==> src/inc/ether_mode_params.svh <==
`ifndef ETHER_MODE_PARAMS_SVH
`define ETHER_MODE_PARAMS_SVH

// register byte offsets
`define EM_CTRL_OFS        8'h00
`define EM_GPIO_OUT_OFS    8'h04
`define EM_GPIO_DIR_OFS    8'h08
`define EM_STATUS_OFS      8'h0c
`define EM_ADDR_OFS        8'h10
// control register fields
`define EM_CTRL_IFSEL_BIT  0
`define EM_CTRL_REFDRV_BIT 1
`define EM_CTRL_SEC_LSB    8
`define EM_CTRL_RESET      32'h0000_0000
// status register fields
`define EM_ST_OVF_BIT      0
`define EM_ST_MODE_LSB     4
`define EM_ST_STRAP_LSB    8
`define EM_ST_DONE_BIT     10
`define EM_ST_GPIN_LSB     16
// management addresses
`define EM_EMBED_PHY_ADDR  5'h10
// strap settle count, cycles after reset release
`define EM_STRAP_WAIT      2'd2
`endif

==> src/inc/ether_mode_pkg.sv <==
package ether_mode_pkg;
    // media setup chosen by the straps
    typedef enum logic [1:0]
    {
        MODE_MAC_EMBED,
        MODE_MAC_RMII,
        MODE_PHY_RRMII
    } mode_t;

    // one transmit dibit with its enable
    typedef struct packed
    {
        logic       en;
        logic [1:0] d;
    } tx_dibit_t;

    // one receive dibit with carrier/valid
    typedef struct packed
    {
        logic       crs_dv;
        logic [1:0] d;
    } rx_dibit_t;
endpackage

==> src/hw/ether_mode_pin_mux.sv <==
`include "ether_mode_params.svh"

// ---------------------------------------------------------------
// receive buffer
// ---------------------------------------------------------------
module ether_mode_fifo
    import ether_mode_pkg::*;
#(
    parameter int WIDTH = 2,
    parameter int DEPTH = 32
)
(
    input  wire logic             ref_clk,
    input  wire logic             rst,
    input  wire logic             in_valid,
    input  wire logic [WIDTH-1:0] in_data,
    output logic                  in_ready,
    output logic                  out_valid,
    output logic [WIDTH-1:0]      out_data,
    input  wire logic             out_ready
);
    localparam int AW = $clog2(DEPTH);

    logic [WIDTH-1:0] mem_reg [DEPTH];
    logic [AW-1:0]    wr_reg;
    logic [AW-1:0]    wr_next;
    logic [AW-1:0]    rd_reg;
    logic [AW-1:0]    rd_next;
    logic [AW:0]      cnt_reg;
    logic [AW:0]      cnt_next;
    logic             push;
    logic             pop;

    assign in_ready  = (cnt_reg != (AW+1)'(DEPTH));
    assign out_valid = (cnt_reg != '0);
    assign out_data  = mem_reg[rd_reg];
    assign push      = in_valid && in_ready;
    assign pop       = out_valid && out_ready;

    // pointer and level update
    always_comb
    begin
        wr_next  = push ? AW'((wr_reg + 1'b1) % DEPTH) : wr_reg;
        rd_next  = pop ? AW'((rd_reg + 1'b1) % DEPTH) : rd_reg;
        cnt_next = cnt_reg + (AW+1)'(push) - (AW+1)'(pop);
    end

    always_ff @(posedge ref_clk or posedge rst)
    begin
        if (rst)
        begin
            wr_reg  <= '0;
            rd_reg  <= '0;
            cnt_reg <= '0;
        end
        else
        begin
            wr_reg  <= wr_next;
            rd_reg  <= rd_next;
            cnt_reg <= cnt_next;
        end
    end

    // storage carries no reset; only written entries are read
    always_ff @(posedge ref_clk)
    begin
        if (push)
            mem_reg[wr_reg] <= in_data;
    end
endmodule

// ---------------------------------------------------------------
// operating role and media pin mux
// ---------------------------------------------------------------
module ether_mode_pin_mux
    import ether_mode_pkg::*;
#(
    parameter int FIFO_DEPTH = 32
)
(
    input  wire logic        ref_clk,
    input  wire logic        rst,
    // avalon-mm slave
    input  wire logic [7:0]  address,
    input  wire logic        read,
    input  wire logic        write,
    input  wire logic [31:0] writedata,
    output logic [31:0]      readdata,
    output logic             waitrequest,
    // strap pins
    input  wire logic        rmii_select_strap,
    input  wire logic        role_select_strap,
    // multi-function pins, enables low while driving
    input  wire logic [7:0]  group_b_in,
    output logic [7:0]       group_b_out,
    output logic [7:0]       group_b_oe_n,
    input  wire logic [1:0]  group_a_in,
    output logic [1:0]       group_a_out,
    output logic [1:0]       group_a_oe_n,
    // mac core side
    input  wire tx_dibit_t   mac_tx,
    input  wire logic        mac_mdc,
    input  wire logic        mac_mdio_out,
    input  wire logic        mac_mdio_oe_n,
    input  wire logic [4:0]  mac_mgmt_addr,
    output logic             mac_mdin,
    output logic             mac_rx_valid,
    output logic [1:0]       mac_rx_data,
    input  wire logic        mac_rx_ready,
    output logic             rx_fifo_ready,
    // embedded phy side
    input  wire rx_dibit_t   phy_rx,
    output tx_dibit_t        phy_tx,
    output logic             phy_mdc,
    output logic             phy_mdio_in,
    input  wire logic        phy_mdio_out,
    input  wire logic        phy_mdio_oe_n,
    // management addresses
    output logic [4:0]       ext_mgmt_address
);
    // ---------------------------------------------------------------
    // input synchronisers
    // ---------------------------------------------------------------
    logic [11:0] sync1_reg;
    logic [11:0] sync2_reg;
    logic [7:0]  b_in;
    logic [1:0]  a_in;
    logic        rmii_strap_s;
    logic        role_strap_s;

    always_ff @(posedge ref_clk or posedge rst)
    begin
        if (rst)
        begin
            sync1_reg <= '0;
            sync2_reg <= '0;
        end
        else
        begin
            sync1_reg <= {rmii_select_strap, role_select_strap, group_a_in, group_b_in};
            sync2_reg <= sync1_reg;
        end
    end
    assign {rmii_strap_s, role_strap_s, a_in, b_in} = sync2_reg;

    // ---------------------------------------------------------------
    // strap capture
    // ---------------------------------------------------------------
    logic [1:0] strap_cnt_reg;
    logic [1:0] strap_cnt_next;
    logic       strap_done_reg;
    logic       strap_done_next;
    mode_t      mode_reg;
    mode_t      mode_next;

    // wait for the synchroniser to fill, then latch once
    always_comb
    begin
        strap_cnt_next  = strap_cnt_reg;
        strap_done_next = strap_done_reg;
        mode_next       = mode_reg;
        if (!strap_done_reg)
        begin
            if (strap_cnt_reg == `EM_STRAP_WAIT)
            begin
                strap_done_next = 1'b1;
                if (rmii_strap_s)
                    mode_next = MODE_MAC_EMBED;
                else if (role_strap_s)
                    mode_next = MODE_MAC_RMII;
                else
                    mode_next = MODE_PHY_RRMII;
            end
            else
                strap_cnt_next = strap_cnt_reg + 2'd1;
        end
    end

    // held until the next reset, the strap pins are free afterwards
    always_ff @(posedge ref_clk or posedge rst)
    begin
        if (rst)
        begin
            strap_cnt_reg  <= '0;
            strap_done_reg <= 1'b0;
            mode_reg       <= MODE_MAC_EMBED;
        end
        else
        begin
            strap_cnt_reg  <= strap_cnt_next;
            strap_done_reg <= strap_done_next;
            mode_reg       <= mode_next;
        end
    end

    // ---------------------------------------------------------------
    // register file
    // ---------------------------------------------------------------
    logic [31:0] ctrl_reg;
    logic [31:0] ctrl_next;
    logic [7:0]  gpio_out_reg;
    logic [7:0]  gpio_out_next;
    logic [7:0]  gpio_dir_reg;
    logic [7:0]  gpio_dir_next;
    logic        ovf_reg;
    logic        ovf_next;
    logic        wait_reg;
    logic        wait_next;
    logic [31:0] rdata_reg;
    logic [31:0] rdata_next;
    logic        wr_take;
    logic        fifo_in_ready;
    logic        rx_push;
    logic        use_pins;
    logic [4:0]  ext_addr;

    assign wr_take = write && !wait_reg;

    // one wait state per access; read data prepared meanwhile
    always_comb
    begin
        wait_next     = !((read || write) && wait_reg);
        rdata_next    = rdata_reg;
        ctrl_next     = ctrl_reg;
        gpio_out_next = gpio_out_reg;
        gpio_dir_next = gpio_dir_reg;
        ovf_next      = ovf_reg;
        if (read && wait_reg)
        begin
            case (address)
                `EM_CTRL_OFS:     rdata_next = ctrl_reg;
                `EM_GPIO_OUT_OFS: rdata_next = {24'h0, gpio_out_reg};
                `EM_GPIO_DIR_OFS: rdata_next = {24'h0, gpio_dir_reg};
                `EM_STATUS_OFS:
                begin
                    rdata_next                         = '0;
                    rdata_next[`EM_ST_OVF_BIT]         = ovf_reg;
                    rdata_next[`EM_ST_MODE_LSB +: 2]   = mode_reg;
                    rdata_next[`EM_ST_STRAP_LSB +: 2]  = {rmii_strap_s, role_strap_s};
                    rdata_next[`EM_ST_DONE_BIT]        = strap_done_reg;
                    rdata_next[`EM_ST_GPIN_LSB +: 8]   = b_in;
                end
                `EM_ADDR_OFS:     rdata_next = {19'h0, ext_addr, 3'h0, `EM_EMBED_PHY_ADDR};
                default:          rdata_next = '0;
            endcase
        end
        if (wr_take)
        begin
            case (address)
                `EM_CTRL_OFS:     ctrl_next     = writedata;
                `EM_GPIO_OUT_OFS: gpio_out_next = writedata[7:0];
                `EM_GPIO_DIR_OFS: gpio_dir_next = writedata[7:0];
                `EM_STATUS_OFS:
                    if (writedata[`EM_ST_OVF_BIT])
                        ovf_next = 1'b0;
                default:          ;
            endcase
        end
        // a dropped dibit in the clearing cycle still sets the flag
        if (rx_push && !fifo_in_ready)
            ovf_next = 1'b1;
    end

    always_ff @(posedge ref_clk or posedge rst)
    begin
        if (rst)
        begin
            wait_reg     <= 1'b1;
            rdata_reg    <= '0;
            ctrl_reg     <= `EM_CTRL_RESET;
            gpio_out_reg <= '0;
            gpio_dir_reg <= '0;
            ovf_reg      <= 1'b0;
        end
        else
        begin
            wait_reg     <= wait_next;
            rdata_reg    <= rdata_next;
            ctrl_reg     <= ctrl_next;
            gpio_out_reg <= gpio_out_next;
            gpio_dir_reg <= gpio_dir_next;
            ovf_reg      <= ovf_next;
        end
    end
    assign waitrequest = wait_reg;
    assign readdata    = rdata_reg;

    // ---------------------------------------------------------------
    // path selection and management addressing
    // ---------------------------------------------------------------
    // pins only once straps are known; embedded otherwise
    assign use_pins = strap_done_reg &&
                      ((mode_reg == MODE_PHY_RRMII) ||
                       (mode_reg == MODE_MAC_RMII && ctrl_reg[`EM_CTRL_IFSEL_BIT]));
    assign ext_addr = (mode_reg == MODE_PHY_RRMII) ?
                      {ctrl_reg[`EM_CTRL_SEC_LSB+1 +: 4], 1'b0} :
                      ctrl_reg[`EM_CTRL_SEC_LSB +: 5];

    // ---------------------------------------------------------------
    // pin mux
    // ---------------------------------------------------------------
    logic [7:0] b_out_next;
    logic [7:0] b_oe_n_next;
    logic [1:0] a_out_next;
    logic [1:0] a_oe_n_next;
    logic [7:0] b_out_reg;
    logic [7:0] b_oe_n_reg;
    logic [1:0] a_out_reg;
    logic [1:0] a_oe_n_reg;
    logic       phase_reg;
    rx_dibit_t  pin_rx;
    rx_dibit_t  sel_rx;
    tx_dibit_t  phy_tx_next;
    tx_dibit_t  phy_tx_reg;
    logic       mdin_next;
    logic       mdin_reg;
    logic       pmdc_next;
    logic       pmdc_reg;
    logic       pmdio_next;
    logic       pmdio_reg;
    logic       rmii_mode;

    assign rmii_mode = strap_done_reg && (mode_reg != MODE_MAC_EMBED);

    // receive dibit as seen on the pins in either rmii role
    always_comb
    begin
        if (mode_reg == MODE_PHY_RRMII)
            pin_rx = '{crs_dv: b_in[1], d: {b_in[6], b_in[7]}};
        else
            pin_rx = '{crs_dv: b_in[1], d: {b_in[6], b_in[7]}};
        sel_rx = use_pins ? pin_rx : phy_rx;
    end

    // per-mode pin directions and values
    always_comb
    begin
        b_out_next  = gpio_out_reg;
        b_oe_n_next = ~gpio_dir_reg;
        a_out_next  = '0;
        a_oe_n_next = 2'b11;
        phy_tx_next = use_pins ? tx_dibit_t'('0) : mac_tx;
        pmdc_next   = mac_mdc;
        pmdio_next  = mac_mdio_oe_n ? 1'b1 : mac_mdio_out;
        mdin_next   = (mac_mgmt_addr == `EM_EMBED_PHY_ADDR) ?
                      phy_mdio_out : a_in[1];
        if (rmii_mode)
        begin
            b_oe_n_next[7:1] = 7'h7f;
            b_out_next[7:1]  = '0;
            // gated so only the active path reaches the pins
            if (use_pins)
            begin
                b_out_next[4:2]  = mode_reg == MODE_PHY_RRMII ?
                                   {mac_tx.d[0], mac_tx.d[1], mac_tx.en} :
                                   {mac_tx.d[0], mac_tx.d[1], mac_tx.en};
                b_oe_n_next[4:2] = 3'b000;
            end
            // divide the 100 MHz clock by two when driving
            if (ctrl_reg[`EM_CTRL_REFDRV_BIT])
            begin
                b_out_next[5]  = ~b_out_reg[5];
                b_oe_n_next[5] = 1'b0;
            end
            if (mode_reg == MODE_PHY_RRMII)
            begin
                // external mac is master; embedded phy answers at 10h
                pmdc_next      = a_in[0];
                pmdio_next     = a_in[1];
                a_out_next[1]  = phy_mdio_out;
                a_oe_n_next[1] = phy_mdio_oe_n;
                mdin_next      = 1'b1;
            end
            else
            begin
                a_out_next     = {mac_mdio_out, mac_mdc};
                a_oe_n_next    = {mac_mdio_oe_n, 1'b0};
            end
        end
        b_out_next[0]  = gpio_out_reg[0];
        b_oe_n_next[0] = ~gpio_dir_reg[0];
    end

    always_ff @(posedge ref_clk or posedge rst)
    begin
        if (rst)
        begin
            b_out_reg  <= '0;
            b_oe_n_reg <= 8'hff;
            a_out_reg  <= '0;
            a_oe_n_reg <= 2'b11;
            phy_tx_reg <= '0;
            mdin_reg   <= 1'b1;
            pmdc_reg   <= 1'b0;
            pmdio_reg  <= 1'b1;
            phase_reg  <= 1'b0;
        end
        else
        begin
            b_out_reg  <= b_out_next;
            b_oe_n_reg <= b_oe_n_next;
            a_out_reg  <= a_out_next;
            a_oe_n_reg <= a_oe_n_next;
            phy_tx_reg <= phy_tx_next;
            mdin_reg   <= mdin_next;
            pmdc_reg   <= pmdc_next;
            pmdio_reg  <= pmdio_next;
            phase_reg  <= ~phase_reg;
        end
    end

    // ---------------------------------------------------------------
    // receive buffer toward the mac
    // ---------------------------------------------------------------
    // one sample per 50 MHz period; phase is local, not locked to the pin
    assign rx_push = sel_rx.crs_dv && phase_reg;

    ether_mode_fifo #(
        .WIDTH (2),
        .DEPTH (FIFO_DEPTH)
    ) rx_fifo (
        .ref_clk   (ref_clk),
        .rst       (rst),
        .in_valid  (rx_push),
        .in_data   (sel_rx.d),
        .in_ready  (fifo_in_ready),
        .out_valid (mac_rx_valid),
        .out_data  (mac_rx_data),
        .out_ready (mac_rx_ready)
    );

    logic fifo_rdy_reg;
    always_ff @(posedge ref_clk or posedge rst)
    begin
        if (rst)
            fifo_rdy_reg <= 1'b0;
        else
            fifo_rdy_reg <= fifo_in_ready;
    end

    assign group_b_out      = b_out_reg;
    assign group_b_oe_n     = b_oe_n_reg;
    assign group_a_out      = a_out_reg;
    assign group_a_oe_n     = a_oe_n_reg;
    assign phy_tx           = phy_tx_reg;
    assign mac_mdin         = mdin_reg;
    assign phy_mdc          = pmdc_reg;
    assign phy_mdio_in      = pmdio_reg;
    assign rx_fifo_ready    = fifo_rdy_reg;
    assign ext_mgmt_address = ctrl_reg[`EM_CTRL_SEC_LSB +: 5];
endmodule

==> config.mk <==
export PLATFORM = sky130hd
export DESIGN_NAME = ether_mode_pin_mux
export DESIGN_NICKNAME = d
export VERILOG_FILES = /design/src/inc/ether_mode_pkg.sv /design/src/hw/ether_mode_pin_mux.sv
export VERILOG_INCLUDE_DIRS = /design/src /design/src/inc
export SDC_FILE = /design/constraint.sdc
export NUM_CORES = 1
export LEC_CHECK = 0
export ABC_AREA = 1
export BUFFER_PORTS_ARGS = -buffer_cell sky130_fd_sc_hd__buf_2
export CAP_MARGIN = 20
export CELL_PAD_IN_SITES_DETAIL_PLACEMENT = 1
export CELL_PAD_IN_SITES_GLOBAL_PLACEMENT = 2
export CORE_MARGIN = 5
export CORE_UTILIZATION = 36
export CTS_CLUSTER_DIAMETER = 200
export DETAILED_ROUTE_END_ITERATION = 16
export PLACE_DENSITY = 0.8
export REMOVE_ABC_BUFFERS = 1
export SLEW_MARGIN = 30
export SYNTH_ARGS = -nofsm -noshare
export SYNTH_HDL_FRONTEND = slang
export SYNTH_HIERARCHICAL = 1
export SYNTH_SLANG_ARGS = --single-unit
==> constraint.sdc <==
create_clock -name ref_clk -period 5.9 [get_ports ref_clk]
set_input_delay 1.18 -clock ref_clk [delete_from_list [all_inputs] [get_ports ref_clk]]
set_output_delay 1.18 -clock ref_clk [all_outputs]
set_load 0.01 [all_outputs]
* After elaboration in Yosys (flattened, before gate mapping)
Memory sizes are Yosys's and may differ from the RTL's.
Cells that the tools add are included.
** Operators by class
- $add $sub $neg :: 5
- $mul :: 0
- Divide/modulo/power cells :: 0
- Order comparisons :: 0
- Equality and inequality tests :: 9
- Shift operators :: 0
- Muxes and demuxes :: 34
- Bitwise gates (word level) :: 6
- Reductions and logical operators :: 27
** Operators with widths (count)
- case mux 32 bit (5 select lines) :: 1
- 2-to-1 mux 1 bit :: 23
- == test 8 x 4 -> 1 bit, second input constant :: 2
- 2-to-1 mux 7 bit :: 2
- 2-to-1 mux 3 bit :: 4
- adder 5 x 1 -> 5 bit, second input constant :: 2
- logical AND 1 bit :: 10
- AND reduction 2 bit :: 5
- == test 8 x 3 -> 1 bit, second input constant :: 1
- == test 8 x 5 -> 1 bit, second input constant :: 1
- logical NOT 8 bit :: 1
- 2-to-1 mux 2 bit :: 4
- NOT 8 bit :: 1
- nonzero test 2 bit :: 4
- adder 6 x 1 -> 6 bit :: 1
- != test 6 bit, second input constant :: 1
- nonzero test 6 bit :: 1
- subtractor 6 x 1 -> 6 bit :: 1
- == test 5 bit, second input constant :: 1
- NOT 1 bit :: 5
- == test 2 bit, second input constant :: 2
- logical NOT 1 bit :: 3
- AND reduction 3 bit :: 1
- adder 2 x 1 -> 2 bit, second input constant :: 1
- 2 further kinds :: 3
** Storage, ports and cells
- Register bits :: 155
- Bits in latches :: 0
- RAM bits :: 64
- Bits in read-only memories :: 0
- Input port bits :: 73
- Logic and storage cells :: 107
- Memories kept :: 1
** Memory list
- rx_fifo.mem_reg :: words 32, bits a word 2, rd ports 1, clocked after memory_dff 0, wr ports 1, RTL line ether_mode_pin_mux.sv:24 : logic [WIDTH-1:0] mem_reg [DEPTH];

* Longest topological paths before layout
- Depth in word-level cells :: 9
- Mapped depth :: 18
- Mapped depth without buffers :: 18

* Hierarchy
The synthesis kept the hierarchy.
** By module, submodules not included
- ether_mode_pin_mux :: times used 1, cells each 577, area an instance 5606.6 um^2, sequential area each 3494.6 um^2
- ether_mode_fifo :: times used 1, cells each 389, area an instance 3824.9 um^2, sequential area each 2322.2 um^2

* Worst setup path before layout
Ideal clock, no wire load.
- Kind :: input to register
- Start point :: in phy_rx[2] in the netlist's numbering
- End point :: reg rx_fifo.cnt_reg[4]
- Setup time :: 0.125 ns
- Arrival time :: 2.773 ns
- Required time :: 5.775 ns
- Slack :: 3.001 ns
- Stages on the path :: 15
- Cell sequence :: inv_1 nand2_1 nand3_1 inv_1 nand2_2 ha_1 inv_1 ha_1 inv_1 fa_1 inv_1 a21oi_1 nor2_1 nor2_1 xor2_1
** Between the ends
- Word-level cells in the longest chain between the ends :: 5
** RTL lines
- from (decl) :: RTL line ether_mode_pin_mux.sv:112 : input wire rx_dibit_t phy_rx,
- 2-to-1 mux 3 bit :: RTL line ether_mode_pin_mux.sv:332 : sel_rx = use_pins ? pin_rx : phy_rx;
- logical AND 1 bit :: RTL line ether_mode_pin_mux.sv:416 : assign rx_push = sel_rx.crs_dv && phase_reg;
- via rx_push :: RTL line ether_mode_pin_mux.sv:213 : logic rx_push;
- logical AND 1 bit :: RTL line ether_mode_pin_mux.sv:37 : assign push = in_valid && in_ready;
- adder 6 x 1 -> 6 bit :: RTL line ether_mode_pin_mux.sv:45 : cnt_next = cnt_reg + (AW+1)'(push) - (AW+1)'(pop);
- subtractor 6 x 1 -> 6 bit :: RTL line ether_mode_pin_mux.sv:45
- via rx_fifo.cnt_next[4] :: RTL line ether_mode_pin_mux.sv:30 : logic [AW:0] cnt_next;
- to (signal assigned) :: RTL line ether_mode_pin_mux.sv:60 : cnt_reg <= cnt_next;
- to (decl) :: RTL line ether_mode_pin_mux.sv:29 : logic [AW:0] cnt_reg;
The timed path passes the listed nets, and every way through them passes these cells.
A chain may end at the register's enable or synchronous reset.

* Final worst setup path
- Start point :: reg rx_fifo.rd_reg[1]
- End point :: out mac_rx_data[1]
** Between the ends
- Word-level cells in the longest chain between the ends :: 1
** RTL lines
- from (decl) :: RTL line ether_mode_pin_mux.sv:27 : logic [AW-1:0] rd_reg;
- from (signal assigned) :: RTL line ether_mode_pin_mux.sv:59 : rd_reg <= rd_next;
- memory (32 x 2 bit)
- to (decl) :: RTL line ether_mode_pin_mux.sv:108 : output logic [1:0] mac_rx_data,
Every way passes these cells.

==> results.sh <==
export IMPL_dpl_worst_slack_ns=2.74
export IMPL_via_count=6945
export IMPL_largest_register_ffs=64
export IMPL_cp_arrival_ns=2.31
export IMPL_period_share_pct=59.1
export IMPL_fill_cells=3014
export IMPL_wl_um=25500
export IMPL_worstSetupPathType="register to output pin"
export IMPL_ctsRootBufferMaster="clkbuf_16"
export IMPL_cp_startpoint="rx_fifo/rd_reg[1]"
export IMPL_die_y_um=172
export IMPL_worstSkewPairLatency_ns=0.51
export IMPL_clock_sinks=219
export IMPL_synth_area_top_cells="dfrtp_1, edfxtp_1, nand2_1"
export IMPL_die_area_um2=29500
export IMPL_grt_pass1_wl_um=41000
export IMPL_drcViolationCount=0
export IMPL_finalMaxSlewViolations=0
export IMPL_diodes=0
export IMPL_setup_slack_ns=2.41
export IMPL_grt_max_degree=93
export IMPL_min_path_cells=0
export IMPL_outcome="complete, no violations"
export IMPL_first_iter_violations=224
export IMPL_worstSetupStartpointType="register"
export IMPL_grt_antenna_before_repair=3
export IMPL_tns_ns=0
export IMPL_final_nets=1191
export IMPL_yosys_area_top_type="dfrtp_1"
export IMPL_clk_path_buf_depth=3
export IMPL_async_flop_share_pct=70.8
export IMPL_postCtsSetupRepairBufs=0
export IMPL_synth_distinct_cells=39
export IMPL_syn_avg_cell_area_um2=9.76
export IMPL_ios=141
export IMPL_setup_violations=0
export IMPL_ctsHoldBuffers=0
export IMPL_grt_total_usage_pct=17.6
export IMPL_grt_pass1_vias=7453
export IMPL_final_util_pct=43.1
export IMPL_die_width_um=172
export IMPL_synthCells=966
export IMPL_wire_per_inst_um=17.5
export IMPL_synth_enable_flop_cells=64
export IMPL_ys_warnings_count=6
export IMPL_area_growth_pct=18.3
export IMPL_required_ns=4.72
export IMPL_hold_path_class="register to register"
export IMPL_rsz0062_at_grt="false"
export IMPL_drtPass1Iterations=4
export IMPL_netlist_area_um2=9430
export IMPL_drive_gt1_share_pct=21.8
export IMPL_cp_end_kind="output pin"
export IMPL_h_tree_depth=1
export IMPL_fin_skew_ns=0.0119
export IMPL_gp_congestion=0.784
export IMPL_cp_max_fo=19
export IMPL_vias_per_cell=4.77
export IMPL_start_util_pct=36.4
export IMPL_overflow=0
export IMPL_period_minus_slack_ns=3.49
export IMPL_hpwl_um=17100
export IMPL_fmax_ghz=0.287
export IMPL_synth_main_ff_cell="dfrtp_1"
export IMPL_hold_viol=0
export IMPL_drv_cap=0
export IMPL_clkTransAtPathRegs_ns=0.06
export IMPL_whs_ns=0.345
export IMPL_rr_worst_depth=17
export IMPL_antenna_left=0
export IMPL_min_delay_start="sync1_reg[11]"
export IMPL_cts_resized_gates=0
export IMPL_numPortBuffers=140
export IMPL_coreArea_um2=25900
export IMPL_r2r_start="mode_reg[0]"
export IMPL_max_slew_margin_pct=46.1
export IMPL_power_density_nw_per_um2=377
export IMPL_mostFrequentLayoutCell="nand2_1"
export IMPL_cts_tree="yes"
export IMPL_peakVddDrop_mv=0.222
export IMPL_p_leak_nw=5.57
export IMPL_synth_top_area_share_pct=37.7
export IMPL_cts_buffers=25
export IMPL_final_cell_mix="nand2_1, dfrtp_1, buf_2, inv_1, nand3_1"
export IMPL_tightestPinTransition_ns=0.809
export IMPL_ys_seq_elements=219
export IMPL_rows=59
export IMPL_ys_seq_area_share_pct=61.7
## cells in the mapped netlist (3+ instances only)
cell type    n
a21o_1       6
a21oi_1     19
buf_2       11
buf_4       11
buf_6       10
clkbuf_1     4
dfrtp_1    142
dfstp_2     13
edfxtp_1    64
ha_1        15
inv_1      105
inv_2        5
nand2_1    290
nand2_2      7
nand2_4      5
nand3_1     92
nand4_1      3
nor2_1      59
nor2_2       4
nor3_1       3
o211ai_1     6
o21ai_0     34
o21ai_1     11
o21ai_2     17
o22ai_1      3
xor2_1      10
## kinds of logic (layout without fill, tap and decap cells)
kind of cell	after synthesis	count (layout)	share of synthesized area (%)
simple gates	468	468	21.0
flops	219	219	61.7
buf+inv	151	305	7.54
compound gates	100	100	6.43
fa+ha+maj	16	16	2.20
xor+xnor	12	12	1.11
## worst paths after layout
kind	endpoint	slack [ns]
setup / recovery	mac_rx_data[1]	2.41
hold / removal	sync2_reg[11]	0.35
setup reg to reg	rx_fifo/cnt_reg[4]	2.76
hold reg to reg	sync2_reg[11]	0.35
max in group asynchronous	gpio_out_reg[6]	4.35
min in group asynchronous	sync2_reg[9]	0.63
## per-stage QoR
stage	instances	total power, W	area, um2
2_1_floorplan	929	0.00239	9160
3_3_place_gp	1409	0.00271	10300
3_5_place_dp	1409	0.00273	10300
4_1_cts	1454	0.00429	11100
5_1_grt	1455	0.00447	11200
6_report	1455	0.00421	11200
## report_power, final
group          internal (W)  switching [W]  leakage [nW]
Combinational      0.000296       0.000609          2.60
Sequential          0.00168       0.000102          2.57
Clock              0.000914       0.000609         0.395
Total               0.00289        0.00132          5.57
## worst max-delay path, stage by stage, from the launching register on
cell and delay, ns:
dfrtp_1 0.86, inv_4 0.23, nand3_1 0.17, nand3_1 0.09, nand3_1 0.16, nand2_1 0.07
nand2_1 0.06, inv_1 0.03, buf_2 0.13
## cell type report
cell class	instances	area [um2]	area share [%]
inverters	114	447	4.00
repair buffers	146	766	6.86
clock buffers	35	703	6.30
well taps	335	419	3.76
clock inverters	10	100	0.897
multi-input cells	596	2900	26.0
flip-flops and latches	219	5820	52.1
## metal layers
metal	up-vias	GRT usage, %	wire length (um)
li1	3362	-	-
met1	3398	22.8	11100
met2	137	29.8	12400
met3	42	4.66	1440
met4	6	3.93	449
met5	-	0	46
Power figures use the tool's default switching activity.
